**src/core/bmsc_pkg.sv**
```systemverilog
package bmsc_pkg;

  // Clock rate and servo divider.
  localparam int unsigned CLK_HZ       = 50000000;
  localparam int unsigned SERVO_DIV    = 8192;
  // Lock window is 1/16 of the target period (6.25 percent).
  localparam int unsigned LOCK_SHIFT   = 4;
  // Carrier frequency and derived cycles per carrier period.
  localparam int unsigned PWM_HZ       = 15000;
  localparam int unsigned PWM_CYC      = CLK_HZ / PWM_HZ;
  // A charge-pump correction pulse lasts this many clock cycles plus one.
  localparam int unsigned PUMP_CYC     = 64;
  // Duty step applied per correction and the reset duty.
  localparam logic [11:0] DUTY_STEP    = 12'h010;
  localparam logic [11:0] DUTY_RST     = 12'h000;
  // Register map, byte addresses.
  localparam logic [3:0]  ADDR_CTRL    = 4'h0;
  localparam logic [3:0]  ADDR_STAT    = 4'h4;
  localparam logic [3:0]  ADDR_IRQ     = 4'h8;
  localparam logic [3:0]  ADDR_MASK    = 4'hc;
  // Control field positions.
  localparam int unsigned CTRL_STOP    = 0;
  localparam int unsigned CTRL_REV     = 1;
  localparam logic [1:0]  CTRL_RST     = 2'h1;
  // Interrupt bits: lock gained, lock lost, current limit.
  localparam int unsigned IRQ_LOCK     = 0;
  localparam int unsigned IRQ_UNLOCK   = 1;
  localparam int unsigned IRQ_ILIM     = 2;

endpackage

```
**src/core/bmsc_pwm_if.sv**
```systemverilog
`timescale 1ns/100ps
// Carries the carrier and duty between the controller and the PWM generator.
interface bmsc_pwm_if;
  logic [11:0] duty;
  logic        pwm_on;
  logic        period_tick;
  modport ctl (output duty, input pwm_on, input period_tick);
  modport gen (input duty, output pwm_on, output period_tick);
endinterface

```
**src/core/bmsc_pwm.sv**
```systemverilog
`timescale 1ns/100ps
// Carrier counter and duty comparator for the low-side switches.
module bmsc_pwm
  import bmsc_pkg::*;
(
  // Clock and reset.
  input  wire logic ref_clk,
  input  wire logic sys_rst,
  // Link to controller.
  bmsc_pwm_if.gen   pw
);
  logic [11:0] cnt_r;

  // Carrier counter wraps once per PWM period.
  always_ff @(posedge ref_clk or posedge sys_rst) begin
    if (sys_rst) begin
      cnt_r <= 12'h000;
    end else if (cnt_r == 12'(PWM_CYC - 1)) begin
      cnt_r <= 12'h000;
    end else begin
      cnt_r <= cnt_r + 12'h001;
    end
  end

  // Duty is compared against the scaled carrier phase.
  assign pw.pwm_on      = (pw.duty > 12'((cnt_r * 24'd4095) / PWM_CYC));
  assign pw.period_tick = (cnt_r == 12'h000);
endmodule

```
**src/core/bmsc_core.sv**
```systemverilog
`timescale 1ns/100ps
// Digital speed servo, commutation and low-side PWM for a 3-phase motor.
module bmsc_core
  import bmsc_pkg::*;
#(
  parameter int unsigned DIV = SERVO_DIV
)(
  // Clock and reset.
  input  wire logic        ref_clk,
  input  wire logic        sys_rst,
  // Avalon-MM slave.
  input  wire logic [3:0]  avs_address,
  input  wire logic        avs_read,
  input  wire logic        avs_write,
  input  wire logic [31:0] avs_writedata,
  output logic      [31:0] avs_readdata,
  output logic             avs_waitrequest,
  // Host pins.
  input  wire logic        dir_rev,
  input  wire logic        run_stop,
  // Motor side.
  input  wire logic [2:0]  hall_in,
  input  wire logic        tachometer_feedback,
  input  wire logic        cur_limit,
  output logic      [2:0]  src_on,
  output logic      [2:0]  snk_on,
  // Open-collector outputs, enable low means pulled low.
  output logic             speed_lock_flag_oe_n,
  output logic             tach_pulse_monitor_oe_n,
  // Servo outputs.
  output logic             disc_out,
  output logic             phase_error_out,
  output logic             supply_en,
  output logic             irq
);
  localparam int unsigned PW = $clog2(DIV) + 2;

  bmsc_pwm_if pw();
  bmsc_pwm u_pwm (.ref_clk(ref_clk), .sys_rst(sys_rst), .pw(pw));

  logic [1:0]  ctrl_r;
  logic [2:0]  irq_st_r;
  logic [2:0]  irq_mask_r;
  logic [2:0]  tach_sync_r;
  logic [PW-1:0] per_cnt_r;
  logic [PW-1:0] ref_cnt_r;
  logic [PW-1:0] meas_r;
  logic        half_r;
  logic        locked_r;
  logic [11:0] duty_r;
  logic [6:0]  ppump_r;
  logic        stopped;
  logic        tach_rise;
  logic        in_lock;
  logic        over;
  logic [2:0]  ev;

  // Stop is the pin or the software stop bit; reverse likewise.
  assign stopped = run_stop | ctrl_r[CTRL_STOP];

  // Absolute difference helper used by the lock window logic.
  function automatic logic [PW-1:0] absdiff(input logic [PW-1:0] a,
                                            input logic [PW-1:0] b);
    absdiff = (a > b) ? a - b : b - a;
  endfunction

  // Register-bus slave: one-cycle wait, then answer.
  always_ff @(posedge ref_clk or posedge sys_rst) begin
    if (sys_rst) begin
      avs_waitrequest <= 1'b1;
    end else if ((avs_read | avs_write) & avs_waitrequest) begin
      avs_waitrequest <= 1'b0;
    end else begin
      avs_waitrequest <= 1'b1;
    end
  end

  // Read data, latched while the answer forms.
  always_ff @(posedge ref_clk or posedge sys_rst) begin
    if (sys_rst) begin
      avs_readdata <= 32'h0000_0000;
    end else if (avs_read & avs_waitrequest) begin
      if (avs_address == ADDR_CTRL) begin
        avs_readdata <= {30'h0, ctrl_r};
      end else if (avs_address == ADDR_STAT) begin
        avs_readdata <= {4'h0, duty_r, 13'h0, stopped,
                         disc_out, locked_r};
      end else if (avs_address == ADDR_IRQ) begin
        avs_readdata <= {29'h0, irq_st_r};
      end else if (avs_address == ADDR_MASK) begin
        avs_readdata <= {29'h0, irq_mask_r};
      end else begin
        avs_readdata <= 32'h0000_0000;
      end
    end
  end

  // Control and mask writes, taken on the accepting edge.
  always_ff @(posedge ref_clk or posedge sys_rst) begin
    if (sys_rst) begin
      ctrl_r     <= CTRL_RST;
      irq_mask_r <= 3'h0;
    end else if (avs_write & ~avs_waitrequest) begin
      if (avs_address == ADDR_CTRL) begin
        // Direction bit only moves while stopped.
        ctrl_r[CTRL_STOP] <= avs_writedata[CTRL_STOP];
        if (stopped) begin
          ctrl_r[CTRL_REV] <= avs_writedata[CTRL_REV];
        end
      end else if (avs_address == ADDR_MASK) begin
        irq_mask_r <= avs_writedata[2:0];
      end
    end
  end

  // Sticky events; a new event wins over a write-one clear.
  assign ev = {cur_limit & ~stopped, tach_rise & locked_r & ~in_lock,
               tach_rise & ~locked_r & in_lock & ~stopped};
  always_ff @(posedge ref_clk or posedge sys_rst) begin
    if (sys_rst) begin
      irq_st_r <= 3'h0;
    end else if (avs_write & ~avs_waitrequest &
                 (avs_address == ADDR_IRQ)) begin
      irq_st_r <= (irq_st_r & ~avs_writedata[2:0]) | ev;
    end else begin
      irq_st_r <= irq_st_r | ev;
    end
  end

  // Level interrupt from unmasked status.
  always_ff @(posedge ref_clk or posedge sys_rst) begin
    if (sys_rst) begin
      irq <= 1'b0;
    end else begin
      irq <= |(irq_st_r & irq_mask_r);
    end
  end

  // Tach synchroniser; the first stage feeds only the second.
  always_ff @(posedge ref_clk or posedge sys_rst) begin
    if (sys_rst) begin
      tach_sync_r <= 3'h0;
    end else begin
      tach_sync_r <= {tach_sync_r[1:0], tachometer_feedback};
    end
  end
  assign tach_rise = tach_sync_r[1] & ~tach_sync_r[2];

  // Speed monitor mirrors the squared tach signal.
  always_ff @(posedge ref_clk or posedge sys_rst) begin
    if (sys_rst) begin
      tach_pulse_monitor_oe_n <= 1'b1;
    end else begin
      tach_pulse_monitor_oe_n <= tach_sync_r[1];
    end
  end

  // Measure the tach period in clock cycles, saturating.
  always_ff @(posedge ref_clk or posedge sys_rst) begin
    if (sys_rst) begin
      per_cnt_r <= '0;
      meas_r    <= '1;
    end else if (stopped) begin
      per_cnt_r <= '0;
      meas_r    <= '1;
    end else if (tach_rise) begin
      meas_r    <= per_cnt_r;
      per_cnt_r <= PW'(1); // The edge cycle belongs to the new period.
    end else if (per_cnt_r != '1) begin
      per_cnt_r <= per_cnt_r + 1'b1;
    end
  end

  // Reference divider sets the target tach period.
  always_ff @(posedge ref_clk or posedge sys_rst) begin
    if (sys_rst) begin
      ref_cnt_r <= '0;
    end else if (stopped | (ref_cnt_r == PW'(DIV - 1))) begin
      ref_cnt_r <= '0;
    end else begin
      ref_cnt_r <= ref_cnt_r + 1'b1;
    end
  end

  // Lock window is target period plus or minus one sixteenth.
  assign in_lock = absdiff(meas_r, PW'(DIV)) <= PW'(DIV >> LOCK_SHIFT);
  assign over    = meas_r < PW'(DIV); // Short period means fast motor.

  // Lock flag, cleared by reset and by stop.
  always_ff @(posedge ref_clk or posedge sys_rst) begin
    if (sys_rst) begin
      locked_r <= 1'b0;
    end else if (stopped) begin
      locked_r <= 1'b0;
    end else if (tach_rise) begin
      locked_r <= in_lock;
    end
  end
  always_ff @(posedge ref_clk or posedge sys_rst) begin
    if (sys_rst) begin
      speed_lock_flag_oe_n <= 1'b1;
    end else begin
      speed_lock_flag_oe_n <= ~locked_r;
    end
  end

  // Every second tach edge the discriminator fires and holds polarity.
  always_ff @(posedge ref_clk or posedge sys_rst) begin
    if (sys_rst) begin
      half_r   <= 1'b0;
      disc_out <= 1'b0;
    end else if (stopped) begin
      half_r   <= 1'b0;
      disc_out <= 1'b0;
    end else if (tach_rise) begin
      half_r <= ~half_r;
      if (half_r) begin
        disc_out <= over;
      end
    end
  end

  // Phase comparator: pulse each tach edge when reference leads.
  always_ff @(posedge ref_clk or posedge sys_rst) begin
    if (sys_rst) begin
      ppump_r         <= 7'h00;
      phase_error_out <= 1'b0;
    end else if (stopped) begin
      ppump_r         <= 7'h00;
      phase_error_out <= 1'b0;
    end else if (tach_rise) begin
      ppump_r         <= 7'(PUMP_CYC);
      phase_error_out <= ref_cnt_r < PW'(DIV >> 1);
    end else if (ppump_r != 7'h00) begin
      ppump_r <= ppump_r - 7'h01;
    end else begin
      phase_error_out <= 1'b0;
    end
  end

  // Duty integrator: steps on each correction, cut by current limit.
  always_ff @(posedge ref_clk or posedge sys_rst) begin
    if (sys_rst) begin
      duty_r <= DUTY_RST;
    end else if (stopped) begin
      duty_r <= DUTY_RST;
    end else if (cur_limit) begin
      duty_r <= (duty_r > DUTY_STEP) ? duty_r - DUTY_STEP : 12'h000;
    end else if (tach_rise & half_r & ~in_lock) begin
      if (over) begin
        duty_r <= (duty_r > DUTY_STEP) ? duty_r - DUTY_STEP : 12'h000;
      end else if (duty_r < 12'hfff - DUTY_STEP) begin
        duty_r <= duty_r + DUTY_STEP;
      end
    end else if (~in_lock & (meas_r == '1) & pw.period_tick &
                 (duty_r < 12'hfff - DUTY_STEP)) begin
      duty_r <= duty_r + DUTY_STEP; // Start-up push with no tach yet.
    end
  end
  assign pw.duty = duty_r;

  // Commutation: six steps, reverse inverts hall polarity.
  logic [2:0] h;
  logic [2:0] src_nxt;
  logic [2:0] snk_nxt;
  always_comb begin
    h = (ctrl_r[CTRL_REV] | dir_rev) ? ~hall_in : hall_in;
    case (h)
      3'b110: begin
        src_nxt = 3'b100;
        snk_nxt = 3'b010;
      end
      3'b100: begin
        src_nxt = 3'b100;
        snk_nxt = 3'b001;
      end
      3'b101: begin
        src_nxt = 3'b010;
        snk_nxt = 3'b001;
      end
      3'b001: begin
        src_nxt = 3'b010;
        snk_nxt = 3'b100;
      end
      3'b011: begin
        src_nxt = 3'b001;
        snk_nxt = 3'b100;
      end
      3'b010: begin
        src_nxt = 3'b001;
        snk_nxt = 3'b010;
      end
      default: begin
        src_nxt = 3'b000;
        snk_nxt = 3'b000;
      end
    endcase
  end

  // Drive stage: low side chopped by PWM, all off when stopped.
  always_ff @(posedge ref_clk or posedge sys_rst) begin
    if (sys_rst) begin
      src_on    <= 3'h0;
      snk_on    <= 3'h0;
      supply_en <= 1'b0;
    end else begin
      supply_en <= ~stopped;
      src_on    <= stopped ? 3'h0 : src_nxt;
      snk_on    <= (stopped | ~pw.pwm_on) ? 3'h0 : snk_nxt;
    end
  end
endmodule

```
**config.mk**
```make
export PLATFORM = sky130hd
export DESIGN_NAME = bmsc_core
export DESIGN_NICKNAME = d
export VERILOG_FILES = /design/src/core/bmsc_pkg.sv /design/src/core/bmsc_pwm_if.sv /design/src/core/bmsc_pwm.sv /design/src/core/bmsc_core.sv
export SDC_FILE = /design/constraint.sdc
export NUM_CORES = 1
export LEC_CHECK = 0
export ABC_CLOCK_PERIOD_IN_PS = 18800
export BUFFER_PORTS_ARGS = -buffer_cell sky130_fd_sc_hd__buf_2
export CORE_ASPECT_RATIO = 1.4
export CORE_MARGIN = 5
export CORE_UTILIZATION = 50
export CTS_CLUSTER_SIZE = 40
export DETAILED_ROUTE_END_ITERATION = 6
export PLACE_DENSITY = 0.75
export SYNTH_ARGS = -nofsm -noshare
export SYNTH_HDL_FRONTEND = slang
export SYNTH_SLANG_ARGS = --single-unit
```
**constraint.sdc**
```tcl
create_clock -name ref_clk -period 18.8 [get_ports ref_clk]
set_input_delay 5.64 -clock ref_clk [delete_from_list [all_inputs] [get_ports ref_clk]]
set_output_delay 5.64 -clock ref_clk [all_outputs]
set_load 0.005 [all_outputs]
```
==> impl_metrics.py <==
metrics = {
    "status": {
        "status": "finished with violations",
        "violations": "DRC",
    },
    "power": {
        "intPower_uw": 596,
        "p_leak_nw": 8.38,
        "cellPowerDensity_nw_per_um2": 44.6,
        "p_comb_share_pct": 22.5,
        "power_frac_clock_pct": 40.8,
        "p_switching_uw": 261,
        "switching_share_pct": 30.4,
        "finalPower_uw": 857,
        "sequentialPowerShare_pct": 36.8,
        "max-vdd-ir-drop_v": 0.0000969,
    },
    "synth": {
        "synth_flop_cell": "dfrtp_1",
        "synth_area_leaders": "dfrtp_1 15%, fa_1 8.5%, ha_1 7.4%",
        "syn_area_um2": 16000,
        "synth_edf_count": 0,
        "ys_ff_latch": 117,
        "yosys_warnings": 0,
        "async_reset_ff_share_pct": 100,
        "synth.yosys.seq_area_share_pct": 18.4,
        "yosysTopAreaCell": "dfrtp_1",
        "syn_area_per_cell_um2": 8.11,
        "yosys.area.top_type_share_pct": 15.3,
        "yosysUniqueCellTypes": 128,
        "syn_inst": 1974,
    },
    "die": {
        "start_util_pct": 50.6,
        "ios": 92,
        "die_x_um": 161,
        "fp.dieArea_um2": 35700,
        "rows": 77,
        "fp.dieH_um": 222,
        "design.core.area_um2": 31600,
    },
    "global_route": {
        "grt_pass1_vias": 15784,
        "grt_usage_pct": 23.6,
        "antenna_found_initial": 0,
        "grt_overflow": 0,
        "grt_pass1_wl_um": 72900,
        "grt_max_degree": 80,
    },
    "setup_path": {
        "r2r_slack_ps": 680,
        "path_common_cell": "buf_4",
        "worstPathRequired_ps": 19140,
        "max_stage_delay_ps": 540,
        "crit_type": "flop to flop",
        "rr_startpoint": "u_pwm.cnt_r[5]$_DFF_PP0_",
        "cp-end-kind": "flop",
        "cp_data_arrival_time_ps": 18460,
        "cp-start-kind": "flop",
        "crit_fanout": 9,
        "worst-r2r-cell-count": 75,
        "r2r-end": "snk_on[1]$_DFF_PP0_",
        "crit_slowest_cell": "fa_1",
    },
    "clock_network": {
        "cts.clk_slew.worst_paths_ps": 50,
        "clock-root-buffer": "clkbuf_16",
        "worst_skew_pair.late_latency_ps": 460,
        "numCtsBuffers": 25,
        "clockBufferDepth": 3,
        "htree_levels": 4,
        "cts.sinks": 117,
        "ctsHoldBuffers": 0,
        "tritoncts": "done",
    },
    "drt": {
        "drtIter0Drc": 901,
        "postRouteAntennaNets": 0,
        "firstDrtPassIters": 7,
        "vias": 15831,
        "viasPerCell": 6.24,
        "drc_errors": 4,
        "wl_per_cell_um": 17.6,
        "wl_um": 44800,
    },
    "worst_hold_path": {
        "hold_path.class": "flop to flop",
        "hold_end": "tach_sync_r[1]$_DFF_PP0_",
        "hold_start": "tach_sync_r[0]$_DFF_PP0_",
        "min_path_cells": 0,
    },
    "timing": {
        "setup_viol": 0,
        "fin_crit_sh_pct": 96.4,
        "fmax_mhz": 55.2,
        "slew_viol_final": 0,
        "skew_ps": 17.9,
        "max_slew_margin_pct": 12.9,
        "tightest_slew_ps": 1290,
        "period_needed_ps": 18120,
        "setup_ws_ps": 681,
        "hold_violations": 0,
    },
    "placement": {
        "gp_congestion": 0.903,
        "port_buffers": 45,
        "preCtsSetupSlack_ps": -351,
        "placed_cells": 2449,
        "dp_hpwl_um": 33400,
    },
    "finish": {
        "drive_gt1_share_pct": 23.2,
        "instances_no_fill": 2538,
        "nFillCells": 2699,
        "final_nets": 2347,
        "area_delta_synth_final_pct": 20.1,
        "post-route-util_pct": 60.8,
        "antennaDiodeCount": 0,
    },
    "flow_run": {
        "maxCapViolCount": 0,
    },
}
==> cells in the final DEF, fill, tap and decap left out, drive strengths merged, types with 76 or more instances in the layout <==
master  synthesis  routed
nor2          162     162
buf            44     213
nand2         191     191
nand3          76      76
o21ai         127     127
ha             94      94
xnor2          90      90
inv           154     153
a21oi          96      96
dfrtp          98      98
==> logic make-up after synthesis <==
kind of cell	share of synthesized area (%)
AND/OR/NAND/NOR	21.2
AO/OA/AOI/OAI	27.7
buffers and inverters	6.47
adder cells (fa/ha/maj)	16.1
XOR/XNOR	7.52
flip-flops	18.4
multiplexers	2.51
other	0.0234
==> layer usage <==
| metal | share of wire (%) | track usage (%) |
|---|---|---|
| met4 | 3.5 | 9.97 |
| met3 | 3.5 | 2.01 |
| met1 | 39 | 26.6 |
| met5 | 0 | 0 |
| met2 | 54 | 44.9 |
==> synthesized netlist by cell type, types with 18 or more instances <==
cell / number
a211oi_1: 25
and3_1: 27
nand2_1: 190
a22o_1: 20
mux2i_1: 21
o21ai_1: 20
o21ai_0: 101
dfstp_2: 19
ha_1: 94
nor3_1: 54
dfrtp_1: 98
buf_4: 21
nand4_1: 30
inv_1: 146
buf_2: 18
or3_1: 23
clkbuf_1: 49
a31oi_1: 34
nor2_1: 159
and2_1: 28
nor4_1: 19
xnor2_1: 85
xor2_1: 35
nand3_1: 74
a21o_1: 24
a21oi_1: 92
fa_1: 68
o211ai_1: 43
==> critical path, delay by kind of cell (launching register included) <==
kind	cells	cell delay, ps
adders and majority gates	9	3770
buffers and inverters	11	1550
muxes	1	200
AOI/OAI and AO/OA	35	8630
DFF	1	470
xor gates and xnor gates	4	670
and+or+nand+nor	15	2720
==> layout make-up <==
| class | instances | area (um^2) | share of cell area [%] |
|---|---|---|---|
| sequential | 117 | 2960 | 15.4 |
| inverter | 154 | 587 | 3.05 |
| clock buffer | 32 | 652 | 3.39 |
| tap | 395 | 494 | 2.57 |
| timing repair buffer | 213 | 1510 | 7.83 |
| multi-input combinational | 1627 | 13000 | 67.7 |
==> registers in the layout, summed over array words and instances (netlist names) <==
register	count
avs_readdata	15
meas_r	15
per_cnt_r	15
ref_cnt_r	15
duty_r	12
u_pwm.cnt_r	12
ppump_r	7
irq_mask_r	3
irq_st_r	3
snk_on	3
src_on	3
tach_sync_r	3
ctrl_r	2
avs_waitrequest	1
disc_out	1
half_r	1
irq	1
locked_r	1
phase_error_out	1
speed_lock_flag_oe_n	1
supply_en	1
tach_pulse_monitor_oe_n	1
==> through the flow <==
| stage | instance area, um^2 | hold slack [ps] | TNS, ps |
|---|---|---|---|
| 3_5_place_dp | 17200 | 337 | -1040 |
| 2_1_floorplan | 16100 | 331 | 0 |
| 4_1_cts | 18000 | 355 | 0 |
| 5_1_grt | 19200 | 367 | -650 |
| 3_3_place_gp | 17200 | 339 | -188 |
| 6_report | 19200 | 353 | 0 |
==> timing repair <==
action	in CTS	in global routing
pin swaps	4	62
setup endpoints to repair	3	3
cloned	0	1
gates resized for setup	21	166
setup buffers	3	53
==> how the worst max path moves through the flow <==
stage / startpoint / endpoint / slack, ps
after floorplan: u_pwm.cnt_r[0]$_DFF_PP0_ / snk_on[1]$_DFF_PP0_ / 1120
after global placement: u_pwm.cnt_r[5]$_DFF_PP0_ / snk_on[2]$_DFF_PP0_ / -60
after detailed placement: u_pwm.cnt_r[5]$_DFF_PP0_ / snk_on[2]$_DFF_PP0_ / -350
after CTS: u_pwm.cnt_r[6]$_DFF_PP0_ / snk_on[1]$_DFF_PP0_ / 30
after global routing: u_pwm.cnt_r[2]$_DFF_PP0_ / snk_on[1]$_DFF_PP0_ / -220
final: u_pwm.cnt_r[5]$_DFF_PP0_ / snk_on[1]$_DFF_PP0_ / 680
==> power by group through the flow <==
stage / Sequential [mW] / Clock [mW] / Combinational [mW]
3_3_place_gp: 0.316 / 0 / 0.174
6_report: 0.315 / 0.349 / 0.192
5_1_grt: 0.318 / 0.365 / 0.219
4_1_cts: 0.314 / 0.354 / 0.188
3_5_place_dp: 0.317 / 0 / 0.183
2_1_floorplan: 0.300 / 0 / 0.155
(Power assumes the default switching activity.)
